[src/rtl/acs_map.svh]
// register map, field positions, reset values and timing constants
// assumes inclusion by the converter control block, its result memory and the bench
//
// Overview of operation
// - target mask bit enables compare per input
// - writable ten bit high limit, resets zero
// - switch phase is (div[5:0]+3)*2 clocks
// - setup phase is (div+1)*2 clocks
// - conversion phase is (div[5:0]+1)*24 clocks
// - switch, setup, convert phases run in order
// - sixteen bit divider resets to all ones
// - one select bit per input, OR combines
// - select mask resets with all inputs selected
// - read-only ten bit result for inputs 0 to 2
// - compare flags outside or inside window
// - compare flag reads status, write one clears
// - start self clears, reads one while converting
// - zero to start stops continuous scan
`ifndef ACS_MAP_SVH
`define ACS_MAP_SVH
// ------------------------------------------------------------
// register byte offsets
// ------------------------------------------------------------
`define ACS_OFF_CTL 8'h00
`define ACS_OFF_TGT 8'h04
`define ACS_OFF_LO 8'h08
`define ACS_OFF_HI 8'h0C
`define ACS_OFF_DIV 8'h10
`define ACS_OFF_SEL 8'h14
`define ACS_OFF_RES0 8'h18
`define ACS_OFF_RES1 8'h1C
`define ACS_OFF_RES2 8'h20
`define ACS_OFF_IST 8'h24
`define ACS_OFF_IMSK 8'h28
// ------------------------------------------------------------
// control fields and status bits
// ------------------------------------------------------------
`define ACS_CTL_START 0
`define ACS_CTL_REPEAT 1
`define ACS_CTL_SCNFLG 3
`define ACS_CTL_SENSE 4
`define ACS_CTL_COMPARE_EVENT_FLAG 6
`define ACS_CTL_BUSY 7
`define ACS_IRQ_SCAN 0
`define ACS_IRQ_CMP 1
// ------------------------------------------------------------
// reset values and sizes
// ------------------------------------------------------------
`define ACS_DIV_RST 16'hFFFF
`define ACS_SEL_RST 6'h3F
`define ACS_NCH 6
// ------------------------------------------------------------
// phase timing terms in clock periods, clock period and minimum conversion time in ns
// ------------------------------------------------------------
`define ACS_SW_ADD 18'h3
`define ACS_SU_ADD 18'h1
`define ACS_CV_ADD 18'h1
`define ACS_CV_MUL 18'h18
`define ACS_CLK_NS 4
`define ACS_CONV_MIN_NS 6000
`define ACS_CONV_MIN_CYC ((`ACS_CONV_MIN_NS + `ACS_CLK_NS - 1) / `ACS_CLK_NS)
`endif

[src/rtl/acs_pkg.sv]
// types shared by the converter control block and its result memory
// assumes nothing beyond a single clock domain
package acs_pkg;
    // scan phases, gray coded along idle-switch-setup-convert
    typedef enum logic [1:0] {
        ACS_IDLE = 2'h0,
        ACS_SWITCH = 2'h1,
        ACS_SETUP = 2'h3,
        ACS_CONVERT = 2'h2
    } acs_state_type;
    // all state of the control block
    typedef struct packed {
        acs_state_type state;
        logic [2:0] chan;
        logic [17:0] cnt;
        logic start;
        logic repeat_md;
        logic sense;
        logic [5:0] tgt;
        logic [5:0] sel;
        logic [9:0] lo;
        logic [9:0] hi;
        logic [15:0] div;
        logic [1:0] irq_st;
        logic [1:0] irq_mask;
        logic [31:0] rd;
        logic rd_mem;
    } acs_regs_type;
    // all state of the result memory
    typedef struct packed {
        logic [5:0][9:0] word;
        logic [9:0] q;
    } acs_mem_type;
endpackage : acs_pkg

[src/rtl/acs_result_mem.sv]
// per-input conversion results with one write and one registered read
// assumes the caller keeps addresses below the input count
`timescale 1ns/1ps
`include "acs_map.svh"
module acs_result_mem (
    // clock and reset
    input wire logic clock_in,
    input wire logic reset_in,
    // write side
    input wire logic wr_en_in,
    input wire logic [2:0] wr_addr_in,
    input wire logic [9:0] wr_data_in,
    // read side
    input wire logic [2:0] rd_addr_in,
    output logic [9:0] rd_data_out
);
    import acs_pkg::*;
    acs_mem_type mem_ff; // stored words and read register
    acs_mem_type nxt_mem; // next value
    // write the addressed word, read out after one clock
    always_comb
    begin
        nxt_mem = mem_ff;
        for (int i = 0; i < `ACS_NCH; i++)
        begin
            if (wr_en_in && wr_addr_in == 3'(i))
            begin
                nxt_mem.word[i] = wr_data_in;
            end
        end
        nxt_mem.q = '0;
        if (rd_addr_in < 3'(`ACS_NCH))
        begin
            nxt_mem.q = mem_ff.word[rd_addr_in];
        end
    end
    // results read as zero after reset
    always_ff @(posedge clock_in)
    begin
        if (reset_in)
            mem_ff <= '0;
        else
            mem_ff <= nxt_mem;
    end
    assign rd_data_out = mem_ff.q;
endmodule : acs_result_mem

[src/rtl/acs_control.sv]
// scan sequencer, window comparator and register file of the converter
// assumes a converter whose data is valid at the end of convert phase
`timescale 1ns/1ps
`include "acs_map.svh"
module acs_control (
    // clock and reset
    input wire logic clock_in,
    input wire logic reset_in,
    // register port
    input wire logic [7:0] addr_in,
    input wire logic [31:0] wr_data_in,
    input wire logic wr_in,
    input wire logic rd_in,
    output logic [31:0] rd_data_out,
    // converter side
    input wire logic [9:0] adc_data_in,
    output logic [2:0] adc_chan_out,
    output acs_pkg::acs_state_type adc_phase_out,
    // interrupt
    output logic irq_out
);
    import acs_pkg::*;

    // ------------------------------------------------------------
    // state and decode
    // ------------------------------------------------------------
    acs_regs_type st_ff; // registered state
    acs_regs_type nxt_st; // next state
    logic [9:0] res_q; // result memory read data
    logic res_we; // result store strobe
    logic [7:0] res_off; // offset within the result block
    logic [17:0] sw_len; // switch phase length
    logic [17:0] su_len; // setup phase length
    logic [17:0] cv_len; // convert phase length
    logic [3:0] first_ch; // first selected input, found flag on top
    logic [3:0] next_ch; // next selected input after current
    logic conv_end; // last cycle of a conversion
    logic in_win; // sample inside the window
    logic cmp_hit; // comparator event this cycle
    logic [1:0] irq_clr; // status bits cleared by software
    logic [1:0] irq_set; // status bits raised by hardware
    logic go; // scan start request accepted
    logic halt; // continuous scan stopped by software

    // lowest set mask bit at or above a given input
    function automatic logic [3:0] pick_from(
        input logic [5:0] m,
        input logic [3:0] from
    );
        logic [3:0] r;
        r = '0;
        for (int i = `ACS_NCH - 1; i >= 0; i--)
        begin
            if (m[i] && 4'(i) >= from)
                r = {1'b1, 3'(i)};
        end
        return r;
    endfunction : pick_from

    // ------------------------------------------------------------
    // phase lengths, taken from the divider at phase entry
    // ------------------------------------------------------------
    assign sw_len = 18'((18'(st_ff.div[5:0]) + `ACS_SW_ADD) << 1);
    assign su_len = 18'((18'(st_ff.div) + `ACS_SU_ADD) << 1);
    assign cv_len = 18'((18'(st_ff.div[5:0]) + `ACS_CV_ADD) * `ACS_CV_MUL);

    // ------------------------------------------------------------
    // channel walk and comparator
    // ------------------------------------------------------------
    assign first_ch = pick_from(st_ff.sel, 4'h0);
    assign next_ch = pick_from(st_ff.sel, 4'(st_ff.chan) + 4'h1);
    assign conv_end = st_ff.state == ACS_CONVERT && st_ff.cnt == '0;
    assign res_we = conv_end;
    assign in_win = adc_data_in >= st_ff.lo && adc_data_in <= st_ff.hi;
    // sense 0 flags outside the window, 1 flags inside
    assign cmp_hit = conv_end && st_ff.tgt[st_ff.chan]
        && (st_ff.sense ? in_win : !in_win);
    assign res_off = addr_in - `ACS_OFF_RES0;

    // ------------------------------------------------------------
    // next state
    // ------------------------------------------------------------
    always_comb
    begin
        nxt_st = st_ff;
        nxt_st.rd = '0;
        nxt_st.rd_mem = 1'b0;
        irq_clr = '0;
        go = 1'b0;
        halt = 1'b0;
        // register writes; reserved bits are dropped
        if (wr_in)
        begin
            unique case (addr_in)
                `ACS_OFF_CTL:
                begin
                    nxt_st.repeat_md = wr_data_in[`ACS_CTL_REPEAT];
                    nxt_st.sense = wr_data_in[`ACS_CTL_SENSE];
                    irq_clr[`ACS_IRQ_CMP] = wr_data_in[`ACS_CTL_COMPARE_EVENT_FLAG];
                    irq_clr[`ACS_IRQ_SCAN] = wr_data_in[`ACS_CTL_SCNFLG];
                    // an empty mask never starts, start stays zero
                    go = wr_data_in[`ACS_CTL_START] && first_ch[3]
                        && st_ff.state == ACS_IDLE;
                    halt = !wr_data_in[`ACS_CTL_START] && st_ff.repeat_md
                        && st_ff.state != ACS_IDLE;
                end
                `ACS_OFF_TGT: nxt_st.tgt = wr_data_in[5:0];
                `ACS_OFF_LO: nxt_st.lo = wr_data_in[9:0];
                `ACS_OFF_HI: nxt_st.hi = wr_data_in[9:0];
                `ACS_OFF_DIV: nxt_st.div = wr_data_in[15:0];
                `ACS_OFF_SEL: nxt_st.sel = wr_data_in[5:0];
                `ACS_OFF_IST: irq_clr = wr_data_in[1:0];
                `ACS_OFF_IMSK: nxt_st.irq_mask = wr_data_in[1:0];
                // unmapped and read-only offsets ignore writes
                default: ;
            endcase
        end
        // register reads, answered one clock later
        if (rd_in)
        begin
            unique case (addr_in)
                `ACS_OFF_CTL:
                begin
                    nxt_st.rd[`ACS_CTL_START] = st_ff.start;
                    nxt_st.rd[`ACS_CTL_REPEAT] = st_ff.repeat_md;
                    nxt_st.rd[`ACS_CTL_SCNFLG] = st_ff.irq_st[`ACS_IRQ_SCAN];
                    nxt_st.rd[`ACS_CTL_SENSE] = st_ff.sense;
                    nxt_st.rd[`ACS_CTL_COMPARE_EVENT_FLAG] = st_ff.irq_st[`ACS_IRQ_CMP];
                    nxt_st.rd[`ACS_CTL_BUSY] = st_ff.state != ACS_IDLE;
                end
                `ACS_OFF_TGT: nxt_st.rd[5:0] = st_ff.tgt;
                `ACS_OFF_LO: nxt_st.rd[9:0] = st_ff.lo;
                `ACS_OFF_HI: nxt_st.rd[9:0] = st_ff.hi;
                `ACS_OFF_DIV: nxt_st.rd[15:0] = st_ff.div;
                `ACS_OFF_SEL: nxt_st.rd[5:0] = st_ff.sel;
                `ACS_OFF_RES0, `ACS_OFF_RES1, `ACS_OFF_RES2:
                    nxt_st.rd_mem = 1'b1;
                `ACS_OFF_IST: nxt_st.rd[1:0] = st_ff.irq_st;
                `ACS_OFF_IMSK: nxt_st.rd[1:0] = st_ff.irq_mask;
                // unmapped offsets read zero
                default: ;
            endcase
        end
        irq_set = '0;
        irq_set[`ACS_IRQ_CMP] = cmp_hit;
        // scan sequencer
        if (halt)
        begin
            // abandon the sample in flight; one whose convert phase ends this cycle is still stored
            nxt_st.state = ACS_IDLE;
            nxt_st.start = 1'b0;
        end
        else
        begin
            unique case (st_ff.state)
                ACS_IDLE:
                begin
                    if (go)
                    begin
                        nxt_st.state = ACS_SWITCH;
                        nxt_st.chan = first_ch[2:0];
                        nxt_st.cnt = sw_len - 18'h1;
                        nxt_st.start = 1'b1;
                    end
                end
                ACS_SWITCH:
                begin
                    if (st_ff.cnt == '0)
                    begin
                        nxt_st.state = ACS_SETUP;
                        nxt_st.cnt = su_len - 18'h1;
                    end
                    else
                        nxt_st.cnt = st_ff.cnt - 18'h1;
                end
                ACS_SETUP:
                begin
                    if (st_ff.cnt == '0)
                    begin
                        nxt_st.state = ACS_CONVERT;
                        nxt_st.cnt = cv_len - 18'h1;
                    end
                    else
                        nxt_st.cnt = st_ff.cnt - 18'h1;
                end
                ACS_CONVERT:
                begin
                    if (st_ff.cnt != '0)
                        nxt_st.cnt = st_ff.cnt - 18'h1;
                    else if (next_ch[3])
                    begin
                        // more inputs in this pass
                        nxt_st.state = ACS_SWITCH;
                        nxt_st.chan = next_ch[2:0];
                        nxt_st.cnt = sw_len - 18'h1;
                    end
                    else
                    begin
                        irq_set[`ACS_IRQ_SCAN] = 1'b1;
                        if (st_ff.repeat_md && first_ch[3])
                        begin
                            nxt_st.state = ACS_SWITCH;
                            nxt_st.chan = first_ch[2:0];
                            nxt_st.cnt = sw_len - 18'h1;
                        end
                        else
                        begin
                            nxt_st.state = ACS_IDLE;
                            nxt_st.start = 1'b0;
                        end
                    end
                end
            endcase
        end
        // a new event wins over a clear in the same cycle
        nxt_st.irq_st = (st_ff.irq_st & ~irq_clr) | irq_set;
    end

    // ------------------------------------------------------------
    // registers
    // ------------------------------------------------------------
    always_ff @(posedge clock_in)
    begin
        if (reset_in)
        begin
            st_ff <= '0;
            st_ff.div <= `ACS_DIV_RST;
            st_ff.sel <= `ACS_SEL_RST;
        end
        else
            st_ff <= nxt_st;
    end

    // ------------------------------------------------------------
    // result storage
    // ------------------------------------------------------------
    acs_result_mem u_results (
        .clock_in(clock_in),
        .reset_in(reset_in),
        .wr_en_in(res_we),
        .wr_addr_in(st_ff.chan),
        .wr_data_in(adc_data_in),
        .rd_addr_in(res_off[4:2]),
        .rd_data_out(res_q)
    );

    // ------------------------------------------------------------
    // outputs
    // ------------------------------------------------------------
    // both sources are registers, so read data stands one clock
    assign rd_data_out = st_ff.rd_mem ? 32'(res_q) : st_ff.rd;
    assign adc_chan_out = st_ff.chan;
    assign adc_phase_out = st_ff.state;
    assign irq_out = |(st_ff.irq_st & st_ff.irq_mask);

    // cycles spent in the current phase, and its expected length
    logic [17:0] ph_cnt_q;
    logic [17:0] exp_q;
    always_ff @(posedge clock_in)
    begin
        if (reset_in || st_ff.state != nxt_st.state
            || (conv_end && !halt))
            ph_cnt_q <= '0;
        else
            ph_cnt_q <= ph_cnt_q + 18'h1;
        if (reset_in)
            exp_q <= '0;
        else if (nxt_st.state == ACS_SWITCH && nxt_st.cnt == sw_len - 18'h1)
            exp_q <= sw_len;
        else if (st_ff.state == ACS_SWITCH && nxt_st.state == ACS_SETUP)
            exp_q <= su_len;
        else if (st_ff.state == ACS_SETUP && nxt_st.state == ACS_CONVERT)
            exp_q <= cv_len;
    end
endmodule : acs_control

[config.mk]
export PLATFORM = sky130hd
export DESIGN_NAME = acs_control
export DESIGN_NICKNAME = d
export VERILOG_FILES = /design/src/rtl/acs_pkg.sv /design/src/rtl/acs_result_mem.sv /design/src/rtl/acs_control.sv
export VERILOG_INCLUDE_DIRS = /design/src /design/src/rtl
export SDC_FILE = /design/constraint.sdc
export NUM_CORES = 1
export LEC_CHECK = 0
export BUFFER_PORTS_ARGS = -buffer_cell sky130_fd_sc_hd__buf_2
export CAP_MARGIN = 40
export CORE_ASPECT_RATIO = 1.4
export CORE_MARGIN = 2
export CORE_UTILIZATION = 53
export CTS_CLUSTER_SIZE = 16
export DETAILED_ROUTE_END_ITERATION = 16
export GPL_ROUTABILITY_DRIVEN = 0
export PLACE_DENSITY = 0.78
export SLEW_MARGIN = 20
export SYNTH_ARGS = -nofsm -noshare
export SYNTH_HDL_FRONTEND = slang
export SYNTH_SLANG_ARGS = --single-unit
[constraint.sdc]
create_clock -name clock_in -period 4 [get_ports clock_in]
set_input_delay 0.4 -clock clock_in [delete_from_list [all_inputs] [get_ports clock_in]]
set_output_delay 0.4 -clock clock_in [all_outputs]
set_load 0.01 [all_outputs]
### After elaboration in Yosys (flattened, before gate mapping)

Cells that the tools add are included.
W data, S select, Z words.

| cells by class | value |
|---|---|
| add/subtract/negate cells | 9 |
| multipliers | 1 |
| magnitude comparators | 11 |
| equal/unequal tests | 26 |
| muxes and demuxes | 52 |
| bitwise logic cells | 8 |
| reduce and logical (&&, ||, !) cells | 47 |

Operators by type and width:

| kind | number |
|---|---|
| $pmux W18 S4 | 1 |
| $mux W18 | 3 |
| $mux W4 | 12 |
| $sub A18 B1 Y18 const B | 2 |
| $eq A8 B5 Y1 const B | 4 |
| $mux W32 | 1 |
| $bmux W10 S3 | 1 |
| $eq A8 B6 Y1 const B | 3 |
| $mux W24 | 1 |
| $mux W22 | 1 |
| $logic_and A1 B1 Y1 | 21 |
| $mux W21 | 1 |
| $logic_not A18 Y1 | 1 |
| $reduce_bool A18 Y1 | 1 |
| $add A16 B1 Y17 const B | 1 |
| $eq A8 B4 Y1 const B | 2 |
| $pmux W2 S4 | 2 |
| $pmux W2 S8 | 1 |
| $mux W1 | 15 |
| $reduce_and A2 Y1 | 7 |
| $sub A12 B1 Y13 const B | 1 |
| $ne A2 B2 Y1 const B | 6 |
| $pmux W2 S6 | 1 |
| $ge A10 B10 Y1 | 1 |
| other kinds (43) | 64 |

| word-level totals | value |
|---|---|
| bits in registers | 181 |
| input port bits | 54 |
| output and inout bits | 38 |
| logic and storage cells | 178 |

### Depth between registers and ports, before layout

| depth | value |
|---|---|
| word-level depth | 14 |
| mapped depth | 14 |
| mapped depth without buffers | 13 |

### Hierarchy

A second synthesis with hierarchy kept.

| unflattened totals | value |
|---|---|
| cell total of the unflattened synthesis | 1,254 |
| area, all modules | 10,124.7 um^2 |

By module, submodules not included:

| module | times used | cells each | area each (um^2) | seq. area each (um^2) |
|---|---|---|---|---|
| acs_control | 1 | 914 | 7,164.4 | 1,901.8 |
| acs_result_mem | 1 | 340 | 2,960.3 | 1,401.3 |

### Least setup slack after synthesis

OpenSTA, ideal clock, no wires.

| timing | value |
|---|---|
| path kind | register -> register |
| from | register st_ff[38] (netlist bit) |
| to | register st_ff[101] (netlist bit) |
| library setup time | 0.095 ns |
| arrival | 3.421 ns |
| required time | 3.905 ns |
| path slack | 0.483 ns |
| cell stages (with the launch flop) | 13 |
| path buffers | 1 |
| clock period less this slack | 3.517 ns |
| cell sequence | dfxtp_1 > clkbuf_1 > inv_1 > ha_1 > ha_1 > a21oi_1 > nand2_1 > or4_1 > a31oi_1 > o21ai_1 > o31ai_1 > nor2_1 > a221oi_1 |

| between the ends | value |
|---|---|
| cells in the longest elaborated chain, start to end | 6 |
| elaborated cells on any way between the ends | 14 |
| those cells by class | add/sub: 6; mul: 1; mux: 7 |

RTL lines:

| element | line | RTL |
|---|---|---|
| from (decl) | acs_control.sv:27 | `acs_regs_type st_ff;` |
| from (signal assigned) | acs_control.sv:231 | `st_ff <= nxt_st;` |
| parallel branches: the longest is 5 deep, another holds $sub A12 B1 Y13 | - |  |
| $pmux W18 S4 (*) | acs_control.sv:155 | `unique case (st_ff.state)` |

Mark *: on every way between the ends. The select of a mux whose other input is x is not followed.
A chain may end at the register's enable or synchronous reset.

### Final worst setup path

| timing | value |
|---|---|
| from | register st_ff[37] (netlist bit) |
| to | register st_ff[101] (netlist bit) |

Same word-level chain as after synthesis.

==> flow_metrics.tcl <==
set metrics [dict create \
    finalCritPeriodShare_pct 91.2 \
    die_h_microns 168 \
    yosysSeqAreaShare_pct 32.3 \
    portBuffers 59 \
    synth_commonest_cells "nand2_1, dfxtp_1, a21oi_1, nor2_1, clkbuf_1" \
    syn-cell-area_sq_um 10200 \
    skew_ns 0.0158 \
    cts_num_sinks 165 \
    worstSetupPathType "flip-flop to flip-flop" \
    drtIter0Drc 932 \
    tightest_slew_ns 0.784 \
    ctsHtreeMaxLevel 4 \
    cpPeakStageDelay_ns 0.57 \
    clkLatencyLatePin_ns 0.44 \
    cp_slowest_cell "or4_1" \
    worstPathArrival_ns 3.97 \
    dieArea_sq_um 20500 \
    end_kind "flip-flop" \
    clk_path_buf_depth 2 \
    fin_tns_setup_ns 0 \
    leakage_nw 4.73 \
    post-route-util_pct 59.4 \
    drive_gt1_share_pct 13.6 \
    dr.pass1.iters 6 \
    coreArea_sq_um 19100 \
    root_buffer "clkbuf_16" \
    ir_drop_mv 0.315 \
    ys_async_sr_fraction_pct 0 \
    synth_edf_count 0 \
    grt_overflow_total 0 \
    hpwlAfterDp_microns 21900 \
    yosysMostFrequentCell "nand2_1" \
    grt_max_degree 67 \
    regArea_sq_um 3300 \
    synthTopCellsByArea "dfxtp_1, nand2_1, a21oi_1, ha_1, nor2_1" \
    grt_pass1_wl_microns 47800 \
    nNetsFinal 1426 \
    min_period_ns 3.65 \
    path_cells "buf_4 -> nand2_1 -> nor2_1 -> xnor2_1 -> ha_1 -> or4_1 -> a31oi_1 -> o21ai_1 -> o31ai_1 -> buf_4 -> nor2_1 -> a221oi_1" \
    cts_made_buffers 17 \
    status "finished, final reports clean" \
    stdcell_area_sq_um 11300 \
    final-hold-violation-count 0 \
    hold_class "input pin to flip-flop" \
    fp-row-count 60 \
    cp_max_fo 19 \
    ys_warn_count 0 \
    placed_area_sq_um 10700 \
    grt_setup_unrepaired "no" \
    drt-vias-per-instance 6.18 \
    antenna-diode-count 0 \
    pwr_density_cell_nw_per_um2 316 \
    synth_seq_cells 165 \
    dieWidth_microns 121 \
    routed_wirelength_microns 30000 \
    postSynthAreaPerCell_sq_um 7.85 \
    vias 9830 \
    cts_tree "done" \
    critPathLaunchType "flip-flop" \
    pin_count 92 \
    ctsResizeCount 0 \
    antenna_left 0 \
    setup_viol 0 \
    cts_hold_buf 0 \
    slew_headroom_pct 47.6 \
    clock.fmax_mhz 274 \
    syn_inst 1304 \
    num-fill-cells 1715 \
    area_growth_pct 10.6 \
    yosysTopAreaCell "dfxtp_1" \
    drc_errors 0 \
    maxCapViolCount 0 \
    initial_utilization_pct 53.7 \
    final_max_slew_viol_count 0 \
    wl_per_cell_microns 18.8 \
    antenna_found_initial 0 \
    p_total_mw 3.58 \
    synth_flop_cell "dfxtp_1" \
    clk_pin_slew_ns 0.07 \
    synth_top_area_share_pct 32.3 \
    grt_use_total_pct 29.5 \
    synth_cell_types 84 \
    grt_pass1_vias 9332 \
    multi_input_area_sq_um 6350 \
    postCtsSetupRepairBufs 0 \
    worstPathRequired_ns 4.32 \
]
[metal layers]
metal / global-route usage (%) / vias up / routed length [microns]
met5: 0 / - / 0
met4: 18.4 / 0 / 1910
met3: 3.57 / 108 / 1910
met2: 51.0 / 440 / 14900
met1: 34.3 / 4637 / 11300
li1: - / 4645 / -
[power by group]
part	internal [mW]	switching, mW	leakage (nW)
clock network	0.857	0.812	0.300
logic	0.0855	0.177	3.10
registers	1.64	0.00284	1.33
total	2.59	0.992	4.73
[per-stage QoR]
stage          hold WS, ns  worst slack (ns)  std cells
5_1_grt              0.180            0.0277       1591
2_1_floorplan        0.428             0.483       1319
6_report             0.181             0.351       1591
3_5_place_dp         0.442             0.442       1558
3_3_place_gp         0.435             0.481       1557
4_1_cts              0.170             0.377       1590
[final timing paths]
| check | from | endpoint | slack, ns | cells after the start |
|---|---|---|---|---|
| max | st_ff[37] | st_ff[101] | 0.35 | 12 |
| max reg2reg | st_ff[37] | st_ff[101] | 0.35 | 12 |
| min | wr_data_in[11] | st_ff[48] | 0.18 | 3 |
| min reg2reg | u_results.mem_ff[15] | u_results.mem_ff[15] | 0.45 | 2 |
[state kept, by name, summed over array words and instances (netlist names)]
| name | count |
|---|---|
| adc_chan_out | 3 |
| u_results.rd_data_out | 10 |
| st_ff | 90 |
| u_results.mem_ff | 60 |
| adc_phase_out | 2 |
[layout by cell type, fill, tap and decap left out, drive strengths merged, types with 17 or more instances in the layout]
cell type and count:
o21ai 54, inv 54, nand2 230, dfxtp 165, buf 89, a22oi 23, clkbuf 17, ha 42
xnor2 39, a21oi 119, nor2 114, mux2i 42, mux2 24, nor3 22, nand3 38
[kinds of logic after synthesis]
group	synth area share (%)
AOI/OAI and AO/OA	19.4
xor gates and xnor gates	4.35
adders and majority gates	5.13
buffers and inverters	6.29
DFF	32.3
muxes	10.0
other	0.0366
and+or+nand+nor	22.5
[area by class of cell]
cell class | count | share of cell area, %
repair buffers | 89 | 4.79
clock buffers | 17 | 3.76
clock inverters | 15 | 1.78
inverters | 51 | 1.69
multi-input cells | 1006 | 56.1
well taps | 248 | 2.74
flip-flops and latches | 165 | 29.2
[critical path: cells and delay by family (launching register included)]
kind,cells,cell delay [ns]
AOI/OAI and AO/OA,4,0.95
buffers and inverters,2,0.51
and+or+nand+nor,4,0.88
xor gates and xnor gates,1,0.27
adders and majority gates,1,0.38
DFF,1,0.54
Note: power is estimated with default switching activity, not from simulation.
